File: src/common/fbedm_map.svh
`ifndef FBEDM_MAP_SVH
`define FBEDM_MAP_SVH
// ----------------------------------------
// timing
// ----------------------------------------
`define FBEDM_CLK_HZ 32'h017D7840
`define FBEDM_DIAG_STEP_MS 32'h00000064
`define FBEDM_DIAG_STEP_CYCLES (`FBEDM_DIAG_STEP_MS * (`FBEDM_CLK_HZ / 32'h000003E8))
// ----------------------------------------
// scaling and cyclic fields
// ----------------------------------------
`define FBEDM_SF_UNIT 64'sh00000000000003E8
`define FBEDM_SF_RESET 32'sh000003E8
`define FBEDM_PRESET_FLAG_BIT 31
`define FBEDM_CTRL_LASER_BIT 0
`define FBEDM_CTRL_EXTDIAG_BIT 1
`define FBEDM_CTRL_DEMAND_BIT 2
`define FBEDM_CTRL_DISPCTL_BIT 3
`define FBEDM_CTRL_DISPON_BIT 4
`define FBEDM_PRESET_LAST 3'h4
`define FBEDM_CTRL_OCTET 3'h5
// ----------------------------------------
// parameter telegram octets (1-based)
// ----------------------------------------
`define FBEDM_PRM_DEVSPEC 8'h09
`define FBEDM_DEV_CLASS2_BIT 1
`define FBEDM_DEV_COMM_BIT 2
`define FBEDM_PRM_MODE_OCT 8'h1A
`define FBEDM_ERR_LO 2
`define FBEDM_MODE_LO 5
`define FBEDM_PRM_OFS_END 8'h29
`define FBEDM_PRM_SF_END 8'h2D
`define FBEDM_PRM_MWMIN_END 8'h31
`define FBEDM_PRM_MWMAX_END 8'h35
`define FBEDM_PRM_DIAG_END 8'h37
// ----------------------------------------
// configuration identifiers
// ----------------------------------------
`define FBEDM_CFG_D1 16'hD100
`define FBEDM_CFG_F1 16'hF100
`define FBEDM_CFG_D3 16'hD300
`define FBEDM_CFG_D3E1 16'hD3E1
`define FBEDM_CFG_98A4 16'h98A4
`define FBEDM_IN_LEN_RESET 4'h4
`endif

File: src/common/fbedm_pkg.sv
package fbedm_pkg;
	typedef enum logic [1:0] {
		FBEDM_ERR_HOLD = 2'h0,
		FBEDM_ERR_MIN = 2'h1,
		FBEDM_ERR_MAX = 2'h2,
		FBEDM_ERR_RSV = 2'h3
	} fbedm_err_e;
	typedef enum logic [2:0] {
		single_distance_mode = 3'h0,
		continuous_track_mode = 3'h1,
		timed_measure_mode = 3'h2
	} fbedm_mode_e;
	typedef enum logic [1:0] {
		FBEDM_TX_IDLE = 2'h1,
		FBEDM_TX_SEND = 2'h2
	} fbedm_tx_e;
	typedef struct packed {
		logic [7:0] idx;
		logic [31:0] sh;
		logic class2_en;
		logic comm_diag_en;
		logic [1:0] err_react;
		logic [2:0] meas_mode;
		logic [15:0] diag_interval;
		logic [31:0] ofs;
		logic ofs_load;
		logic [31:0] sf;
		logic [31:0] mw_min;
		logic [31:0] mw_max;
	} fbedm_prm_s;
	typedef struct packed {
		logic cfg_ok;
		logic [3:0] in_len;
		logic [2:0] out_len;
		logic [2:0] out_idx;
		logic [31:0] preset;
		logic [31:0] offset;
		logic offset_upd;
		logic [4:0] ctrl;
		logic [31:0] pos;
		fbedm_tx_e tx_st;
		logic [3:0] tx_cnt;
		logic [71:0] tx_buf;
		logic [31:0] step_cnt;
		logic [15:0] diag_steps;
		logic diag_due;
	} fbedm_top_s;
endpackage

File: src/common/fbedm_prm_if.sv
`timescale 1ns/10ps
interface fbedm_prm_if;
	logic [7:0] prm_byte;
	logic prm_valid;
	logic prm_first;
	logic class2_en;
	logic comm_diag_en;
	logic [1:0] err_react;
	logic [2:0] meas_mode;
	logic [15:0] diag_interval;
	logic [31:0] ofs_value;
	logic ofs_load;
	logic [31:0] scale_factor_param;
	logic [31:0] mw_min;
	logic [31:0] mw_max;
	modport dec (
		input prm_byte, prm_valid, prm_first,
		output class2_en, comm_diag_en, err_react, meas_mode, diag_interval,
		output ofs_value, ofs_load, scale_factor_param, mw_min, mw_max
	);
	modport use_side (
		output prm_byte, prm_valid, prm_first,
		input class2_en, comm_diag_en, err_react, meas_mode, diag_interval,
		input ofs_value, ofs_load, scale_factor_param, mw_min, mw_max
	);
endinterface

File: src/hw/fbedm_prm_dec.sv
`timescale 1ns/10ps
`include "fbedm_map.svh"
module fbedm_prm_dec (
	input wire logic clock_in,
	input wire logic rst_n_in,
	fbedm_prm_if.dec prm
);
	fbedm_pkg::fbedm_prm_s q;
	fbedm_pkg::fbedm_prm_s next_q;
	logic [31:0] word;

	// ----------------------------------------
	// octet walker
	// ----------------------------------------
	always_comb begin
		next_q = q;
		next_q.ofs_load = 1'b0;
		word = {q.sh[23:0], prm.prm_byte};
		if (prm.prm_valid) begin
			next_q.idx = prm.prm_first ? 8'h01 : q.idx + 8'h01;
			next_q.sh = word;
			case (next_q.idx)
				`FBEDM_PRM_DEVSPEC: begin
					next_q.class2_en = prm.prm_byte[`FBEDM_DEV_CLASS2_BIT];
					next_q.comm_diag_en = prm.prm_byte[`FBEDM_DEV_COMM_BIT];
				end
				`FBEDM_PRM_MODE_OCT: begin
					next_q.err_react = prm.prm_byte[`FBEDM_ERR_LO +: 2];
					next_q.meas_mode = prm.prm_byte[`FBEDM_MODE_LO +: 3];
				end
				`FBEDM_PRM_OFS_END: begin
					next_q.ofs = word;
					next_q.ofs_load = 1'b1;
				end
				`FBEDM_PRM_SF_END: begin
					next_q.sf = word;
				end
				`FBEDM_PRM_MWMIN_END: begin
					next_q.mw_min = word;
				end
				`FBEDM_PRM_MWMAX_END: begin
					next_q.mw_max = word;
				end
				`FBEDM_PRM_DIAG_END: begin
					next_q.diag_interval = word[15:0];
				end
				// station fields and encoder-profile octets carry nothing for a linear sensor
				default: begin
					next_q.sh = word;
				end
			endcase
		end
	end

	always_ff @(posedge clock_in) begin
		if (!rst_n_in) begin
			q <= '0;
			q.sf <= `FBEDM_SF_RESET;
		end else begin
			q <= next_q;
		end
	end

	assign prm.class2_en = q.class2_en;
	assign prm.comm_diag_en = q.comm_diag_en;
	assign prm.err_react = q.err_react;
	assign prm.meas_mode = q.meas_mode;
	assign prm.diag_interval = q.diag_interval;
	assign prm.ofs_value = q.ofs;
	assign prm.ofs_load = q.ofs_load;
	assign prm.scale_factor_param = q.sf;
	assign prm.mw_min = q.mw_min;
	assign prm.mw_max = q.mw_max;
endmodule

File: src/hw/fbedm_top.sv
`timescale 1ns/10ps
`include "fbedm_map.svh"
// How it works
// - multi-octet values go out most significant first
// - octets 1-4 carry signed position
// - eight-byte layout appends signed signal level
// - nine-byte layout appends signed temperature octet
// - scale factor sets resolution and sign
// - preset top bit set loads offset, else kept
// - position equals laser value plus offset
// - parameter offset always adopted
// - control octet: laser, display master, display
// - control octet: extended and on-demand diagnostics
// - device octet: class 2, commissioning diagnostics
// - octets 1-8 are standard station fields
// - octet 26 bits 2-3 select error reaction
// - octet 26 bits 5-7 select measure mode
// - octets 54-55 diagnostic interval, 100 ms
// - encoder-profile scaling parameters are ignored
// - new offset reported for diagnostic readback
// - id 98A4 enables nine in, five out
// - id D3 selects eight-byte input layout
module fbedm_top #(
	parameter int unsigned DIAG_STEP_CYCLES = `FBEDM_DIAG_STEP_CYCLES
) (
	input wire logic clock_in,
	input wire logic rst_n_in,
	input wire logic [15:0] cfg_id_in,
	input wire logic cfg_load_in,
	output logic cfg_ok_out,
	output logic [3:0] in_len_out,
	output logic [2:0] out_len_out,
	input wire logic [7:0] out_byte_in,
	input wire logic out_valid_in,
	input wire logic out_first_in,
	input wire logic [7:0] prm_byte_in,
	input wire logic prm_valid_in,
	input wire logic prm_first_in,
	input wire logic [31:0] laser_raw_in,
	input wire logic meas_error_in,
	input wire logic [31:0] signal_level_in,
	input wire logic [7:0] temperature_in,
	input wire logic in_start_in,
	input wire logic in_ready_in,
	output logic [7:0] in_byte_out,
	output logic in_valid_out,
	output logic in_last_out,
	output logic [31:0] bus_position_value_out,
	output logic [31:0] offset_out,
	output logic offset_upd_out,
	output logic laser_on_out,
	output logic ext_diag_out,
	output logic diag_on_demand_out,
	output logic display_master_ctrl_out,
	output logic front_display_on_out,
	output logic class2_en_out,
	output logic comm_diag_en_out,
	output logic [1:0] error_reaction_select_out,
	output logic [2:0] meas_mode_out,
	output logic [15:0] diag_interval_out,
	output logic diag_due_out
);
	fbedm_pkg::fbedm_top_s q;
	fbedm_pkg::fbedm_top_s next_q;
	fbedm_prm_if prm();
	logic signed [63:0] prod;
	logic signed [31:0] scaled;
	logic signed [31:0] sum;
	logic [31:0] preset_word;
	logic [2:0] out_n;

	// ----------------------------------------
	// parameter telegram decode
	// ----------------------------------------
	assign prm.prm_byte = prm_byte_in;
	assign prm.prm_valid = prm_valid_in;
	assign prm.prm_first = prm_first_in;

	fbedm_prm_dec u_prm (
		.clock_in(clock_in),
		.rst_n_in(rst_n_in),
		.prm(prm)
	);

	// ----------------------------------------
	// position path
	// ----------------------------------------
	always_comb begin
		prod = $signed(laser_raw_in) * $signed(prm.scale_factor_param);
		scaled = 32'(prod / `FBEDM_SF_UNIT);
		sum = scaled + $signed(q.offset);
		preset_word = {q.preset[23:0], out_byte_in};
		// saturate so trailing octets of a long telegram never wrap onto the preset
		out_n = out_first_in ? 3'h1 : (q.out_idx == 3'h7 ? 3'h7 : q.out_idx + 3'h1);
	end

	// ----------------------------------------
	// next state
	// ----------------------------------------
	always_comb begin
		next_q = q;
		next_q.offset_upd = 1'b0;
		next_q.diag_due = 1'b0;

		// configuration identifier; unknown ids keep the last layout
		if (cfg_load_in) begin
			next_q.cfg_ok = 1'b1;
			case (cfg_id_in)
				`FBEDM_CFG_D1: begin
					next_q.in_len = 4'h4;
					next_q.out_len = 3'h0;
				end
				`FBEDM_CFG_F1: begin
					next_q.in_len = 4'h4;
					next_q.out_len = 3'h4;
				end
				`FBEDM_CFG_D3: begin
					next_q.in_len = 4'h8;
					next_q.out_len = 3'h0;
				end
				`FBEDM_CFG_D3E1: begin
					next_q.in_len = 4'h8;
					next_q.out_len = 3'h4;
				end
				`FBEDM_CFG_98A4: begin
					next_q.in_len = 4'h9;
					next_q.out_len = 3'h5;
				end
				default: begin
					next_q.cfg_ok = 1'b0;
				end
			endcase
		end

		// cyclic output octets; the preset only counts once all four arrived
		if (out_valid_in) begin
			next_q.out_idx = out_n;
			if (out_n <= `FBEDM_PRESET_LAST) begin
				next_q.preset = preset_word;
			end
			if (out_n == `FBEDM_PRESET_LAST && preset_word[`FBEDM_PRESET_FLAG_BIT]) begin
				// flag bit is not part of the value; bit 30 carries the sign
				next_q.offset = {preset_word[30], preset_word[30:0]};
				next_q.offset_upd = 1'b1;
			end
			if (out_n == `FBEDM_CTRL_OCTET && q.out_len == `FBEDM_CTRL_OCTET) begin
				next_q.ctrl = out_byte_in[4:0];
			end
		end

		// parameter offset arrives last in time, so it wins a tie
		if (prm.ofs_load) begin
			next_q.offset = prm.ofs_value;
			next_q.offset_upd = 1'b1;
		end

		// position register refreshes every cycle unless a measurement error with hold or reserved reaction keeps it
		if (!meas_error_in) begin
			next_q.pos = sum;
		end else begin
			unique case (fbedm_pkg::fbedm_err_e'(prm.err_react))
				fbedm_pkg::FBEDM_ERR_MIN: next_q.pos = prm.mw_min;
				fbedm_pkg::FBEDM_ERR_MAX: next_q.pos = prm.mw_max;
				fbedm_pkg::FBEDM_ERR_HOLD: next_q.pos = q.pos;
				fbedm_pkg::FBEDM_ERR_RSV: next_q.pos = q.pos;
			endcase
		end

		// input telegram sender; a start while busy is dropped
		unique case (q.tx_st)
			fbedm_pkg::FBEDM_TX_IDLE: begin
				if (in_start_in) begin
					next_q.tx_buf = {q.pos, signal_level_in, temperature_in};
					next_q.tx_cnt = q.in_len;
					next_q.tx_st = fbedm_pkg::FBEDM_TX_SEND;
				end
			end
			fbedm_pkg::FBEDM_TX_SEND: begin
				if (in_ready_in) begin
					next_q.tx_buf = {q.tx_buf[63:0], 8'h00};
					next_q.tx_cnt = q.tx_cnt - 4'h1;
					if (q.tx_cnt == 4'h1) begin
						next_q.tx_st = fbedm_pkg::FBEDM_TX_IDLE;
					end
				end
			end
		endcase

		// diagnostic interval timer; zero interval stops it
		if (prm.diag_interval == 16'h0000) begin
			next_q.step_cnt = 32'h00000000;
			next_q.diag_steps = 16'h0000;
		end else if (q.step_cnt == 32'(DIAG_STEP_CYCLES - 1)) begin
			next_q.step_cnt = 32'h00000000;
			if (q.diag_steps + 16'h0001 >= prm.diag_interval) begin
				next_q.diag_steps = 16'h0000;
				next_q.diag_due = 1'b1;
			end else begin
				next_q.diag_steps = q.diag_steps + 16'h0001;
			end
		end else begin
			next_q.step_cnt = q.step_cnt + 32'h00000001;
		end
	end

	// ----------------------------------------
	// state register
	// ----------------------------------------
	always_ff @(posedge clock_in) begin
		if (!rst_n_in) begin
			q <= '0;
			q.in_len <= `FBEDM_IN_LEN_RESET;
			q.tx_st <= fbedm_pkg::FBEDM_TX_IDLE;
		end else begin
			q <= next_q;
		end
	end

	// ----------------------------------------
	// outputs
	// ----------------------------------------
	assign cfg_ok_out = q.cfg_ok;
	assign in_len_out = q.in_len;
	assign out_len_out = q.out_len;
	assign in_byte_out = q.tx_buf[71:64];
	assign in_valid_out = (q.tx_st == fbedm_pkg::FBEDM_TX_SEND);
	assign in_last_out = (q.tx_st == fbedm_pkg::FBEDM_TX_SEND) && (q.tx_cnt == 4'h1);
	assign bus_position_value_out = q.pos;
	assign offset_out = q.offset;
	assign offset_upd_out = q.offset_upd;
	assign laser_on_out = q.ctrl[`FBEDM_CTRL_LASER_BIT];
	assign ext_diag_out = q.ctrl[`FBEDM_CTRL_EXTDIAG_BIT];
	assign diag_on_demand_out = q.ctrl[`FBEDM_CTRL_DEMAND_BIT];
	assign display_master_ctrl_out = q.ctrl[`FBEDM_CTRL_DISPCTL_BIT];
	assign front_display_on_out = q.ctrl[`FBEDM_CTRL_DISPON_BIT];
	assign class2_en_out = prm.class2_en;
	assign comm_diag_en_out = prm.comm_diag_en;
	assign error_reaction_select_out = prm.err_react;
	assign meas_mode_out = prm.meas_mode;
	assign diag_interval_out = prm.diag_interval;
	assign diag_due_out = q.diag_due;
endmodule

File: config.mk
export PLATFORM = sky130hd
export DESIGN_NAME = fbedm_top
export DESIGN_NICKNAME = d
export VERILOG_FILES = /design/src/common/fbedm_pkg.sv /design/src/common/fbedm_prm_if.sv /design/src/hw/fbedm_prm_dec.sv /design/src/hw/fbedm_top.sv
export VERILOG_INCLUDE_DIRS = /design/src /design/src/common
export SDC_FILE = /design/constraint.sdc
export NUM_CORES = 2
export LEC_CHECK = 0
export BUFFER_PORTS_ARGS = -buffer_cell sky130_fd_sc_hd__buf_2
export CORE_MARGIN = 4
export CORE_UTILIZATION = 32
export CTS_CLUSTER_SIZE = 10
export DETAILED_ROUTE_END_ITERATION = 10
export PLACE_DENSITY = 0.59
export SLEW_MARGIN = 40
export SYNTH_ARGS = -nofsm -noshare
export SYNTH_HDL_FRONTEND = slang
export SYNTH_SLANG_ARGS = --single-unit
File: constraint.sdc
create_clock -name clock_in -period 91.9 [get_ports clock_in]
set_input_delay 27.57 -clock clock_in [delete_from_list [all_inputs] [get_ports clock_in]]
set_output_delay 27.57 -clock clock_in [all_outputs]
set_load 0.05 [all_outputs]
==> metrics <==
most numerous cell in the Yosys netlist=inv_1; grt ovf=0; global-route wire length before repair=379,000 um; row count=182; DR WL/cell=18.6 um; Root Driver=clkbuf_16; Clk Latency, worst-skew pair=0.56 ns; Routed Antenna Nets=0; CTS tree=done; First DRT Iteration DRCs=4,894; Die Height=507 um; core outline area=247,000 sq um; vias=66,411; placed insts=12,479; min Tclk post-route=88.08 ns; Max-cap violations=0; Initial Utilization=32.3%; Post-synth ARST share=0%; Crit-path slowest cell=mux4_2; Tcrit/Tclk final=95.8%; Slew @ Worst Pin=0.898 ns; Finish-stage setup viols=0; synth warn=0; storage element area=8310 sq um; share of layout cells above drive strength 1=12.2%; initial antenna violation count=7; CP most frequent cell=a21oi_1; critical path arrival=88.52 ns; Buffers on Ports=223; Hold Path Class=register to register; crit path max fanout=32; largest net degree at the start of global routing=168; final hold violations=0; CP required=92.34 ns; crit path kind=input pin to register; via count of the first global-routing pass=67,255; syn_area_per_cell=8.42 sq um; final wirelength=234,000 um; CTS Hold Buffers Added=0; crit path launch type=input pin; H-tree depth=2; DP HPWL=189,000 um; status=finished, final reports clean; number of library cell types mapped by synthesis=219; Non-Filler Instances=12,575; Final Skew=0.0258 ns; # IOs=226; clk slew on worst S/H paths=0.05 ns; GRT Util Overall=17.9%; total CTS buffers=47; area leader, netlist=fa_1; Syn Inst Count=9,446; most frequent cells after synthesis=1,222 x inv_1, 1,136 x nand2_1, 1,083 x fa_1; Pre-antenna DRT Iters=6; top post-synthesis cells by area=fa_1 27%, dfxtp_1 10%, inv_1 5.8%; Layout fillers=25,527; normalized max-slew margin=39.7%; sequential area share after synthesis=10.4%; #FFs+latches synth=413; post-synth top area share=27.3%; P&R area growth vs syn=5.85%; nets=10,688; drc violations=0; area of the multi-input gates=63,600 sq um; Largest stage delay, worst path=0.66 ns; Final Max Slew Viols=0; Via density=5.28; total die area=257,000 sq um; die width=507 um; clk sink count=413; EDFF count, synth=0; Critical Path Sink Type=register; fmax=0.0114 GHz; Synth Cell Area=79,600 sq um; Routability Congestion=0.921; predominant post-synthesis flop cell=dfxtp_1; CTS max path bufs=3
[worst max-delay path: cells and delay by family]
family                   cells  cell delay, ns
buffers and inverters       10            1.66
multiplexers                16            5.98
adder cells (fa/ha/maj)     12            5.56
AND/OR/NAND/NOR             38           11.08
XOR/XNOR                    14            3.55
AO/OA/AOI/OAI              114           32.88
[cell families (layout without fill, tap and decap cells)]
| logic type | count (synthesis) | in the layout | synth area share [%] |
|---|---|---|---|
| simple gates | 3361 | 3361 | 21.2 |
| fa+ha+maj | 1344 | 1344 | 31.3 |
| buf+inv | 1838 | 1649 | 10.5 |
| other cells | 1 | 7 | 0.00471 |
| compound gates | 1688 | 1688 | 16.6 |
| flops | 413 | 413 | 10.4 |
| xor+xnor | 463 | 463 | 5.52 |
| mux | 338 | 338 | 4.49 |
[placed cells by master, fill, tap and decap left out, drive strengths merged, types with 61 or more instances in the layout]
cell type / count
a21o: 64
a21oi: 421
a311oi: 87
a31oi: 72
and2: 561
and3: 71
buf: 358
dfxtp: 413
fa: 1083
ha: 240
inv: 1229
mux2i: 300
nand2: 1153
nand3: 186
nand4: 73
nor2: 750
nor3: 170
nor4: 63
o211ai: 71
o21ai: 289
o31ai: 61
xnor2: 325
xor2: 137
[layout make-up]
type                       count  share of cell area, %
multi-input combinational   7196                   75.6
clock buffer                  52                   1.42
tap                         3312                   4.92
inverter                    1231                   5.54
clock inverter                 4                 0.0386
sequential                   413                   9.86
antenna                        5                 0.0149
timing repair buffer         362                   2.65
[flip-flops by register name, summed over array words and instances (netlist names), 2 cells and up]
| name | flops |
|---|---|
| bus_position_value_out | 32 |
| in_byte_out | 8 |
| in_len_out | 3 |
| offset_out | 32 |
| preset_word | 24 |
| q | 121 |
| u_prm.prm.diag_interval | 16 |
| u_prm.prm.err_react | 2 |
| u_prm.prm.meas_mode | 3 |
| u_prm.prm.mw_max | 32 |
| u_prm.prm.mw_min | 32 |
| u_prm.prm.ofs_value | 32 |
| u_prm.prm.scale_factor_param | 32 |
| u_prm.q | 32 |
[final timing paths]
check | startpoint | to | slack [ns] | cells after the start
max | laser_raw_in[9] | bus_position_value_out[31]$_SDFFE_PN0P_ | 3.82 | 204
min | u_prm.prm.ofs_value[29]$_SDFFE_PN0P_ | u_prm.prm.ofs_value[29]$_SDFFE_PN0P_ | 0.45 | 2
max reg2reg | u_prm.prm.scale_factor_param[31]$_SDFFE_PN0P_ | bus_position_value_out[31]$_SDFFE_PN0P_ | 30.36 | 201
min reg2reg | u_prm.prm.ofs_value[29]$_SDFFE_PN0P_ | u_prm.prm.ofs_value[29]$_SDFFE_PN0P_ | 0.45 | 2
[metal layers]
metal	vias to the layer above	part of all wire [%]	track usage [%]	routed length, um
li1	30769	-	-	-
met1	33490	45	24.7	105000
met2	1883	48	30.6	112000
met3	265	4.9	1.39	11400
met4	4	2.5	4.07	5900
met5	-	0.0090	0	21
[stage by stage]
stage               hold WS (ns)  utilization (%)  setup TNS, ns  area [sq um]  worst slack (ns)
global placement           0.443             33.2              0         82000              1.55
global route               0.475             34.1        -0.0789         84200           -0.0789
finish                     0.453             34.1              0         84200              3.82
CTS                        0.455             33.8              0         83500             0.552
floorplan                  0.429                -              0         79600             11.76
detailed placement         0.448             33.3              0         82200             0.178
[repair_timing]
| item | in CTS | in global routing |
|---|---|---|
| resized for setup | 0 | 46 |
| buffers inserted | 0 | 34 |
| endpoints found under the setup margin | 0 | 20 |
| endpoints found under the hold margin | 0 | 0 |
Power is not shown: default switching activity piles up to over one toggle a cycle in this logic, so the estimate is an artifact.
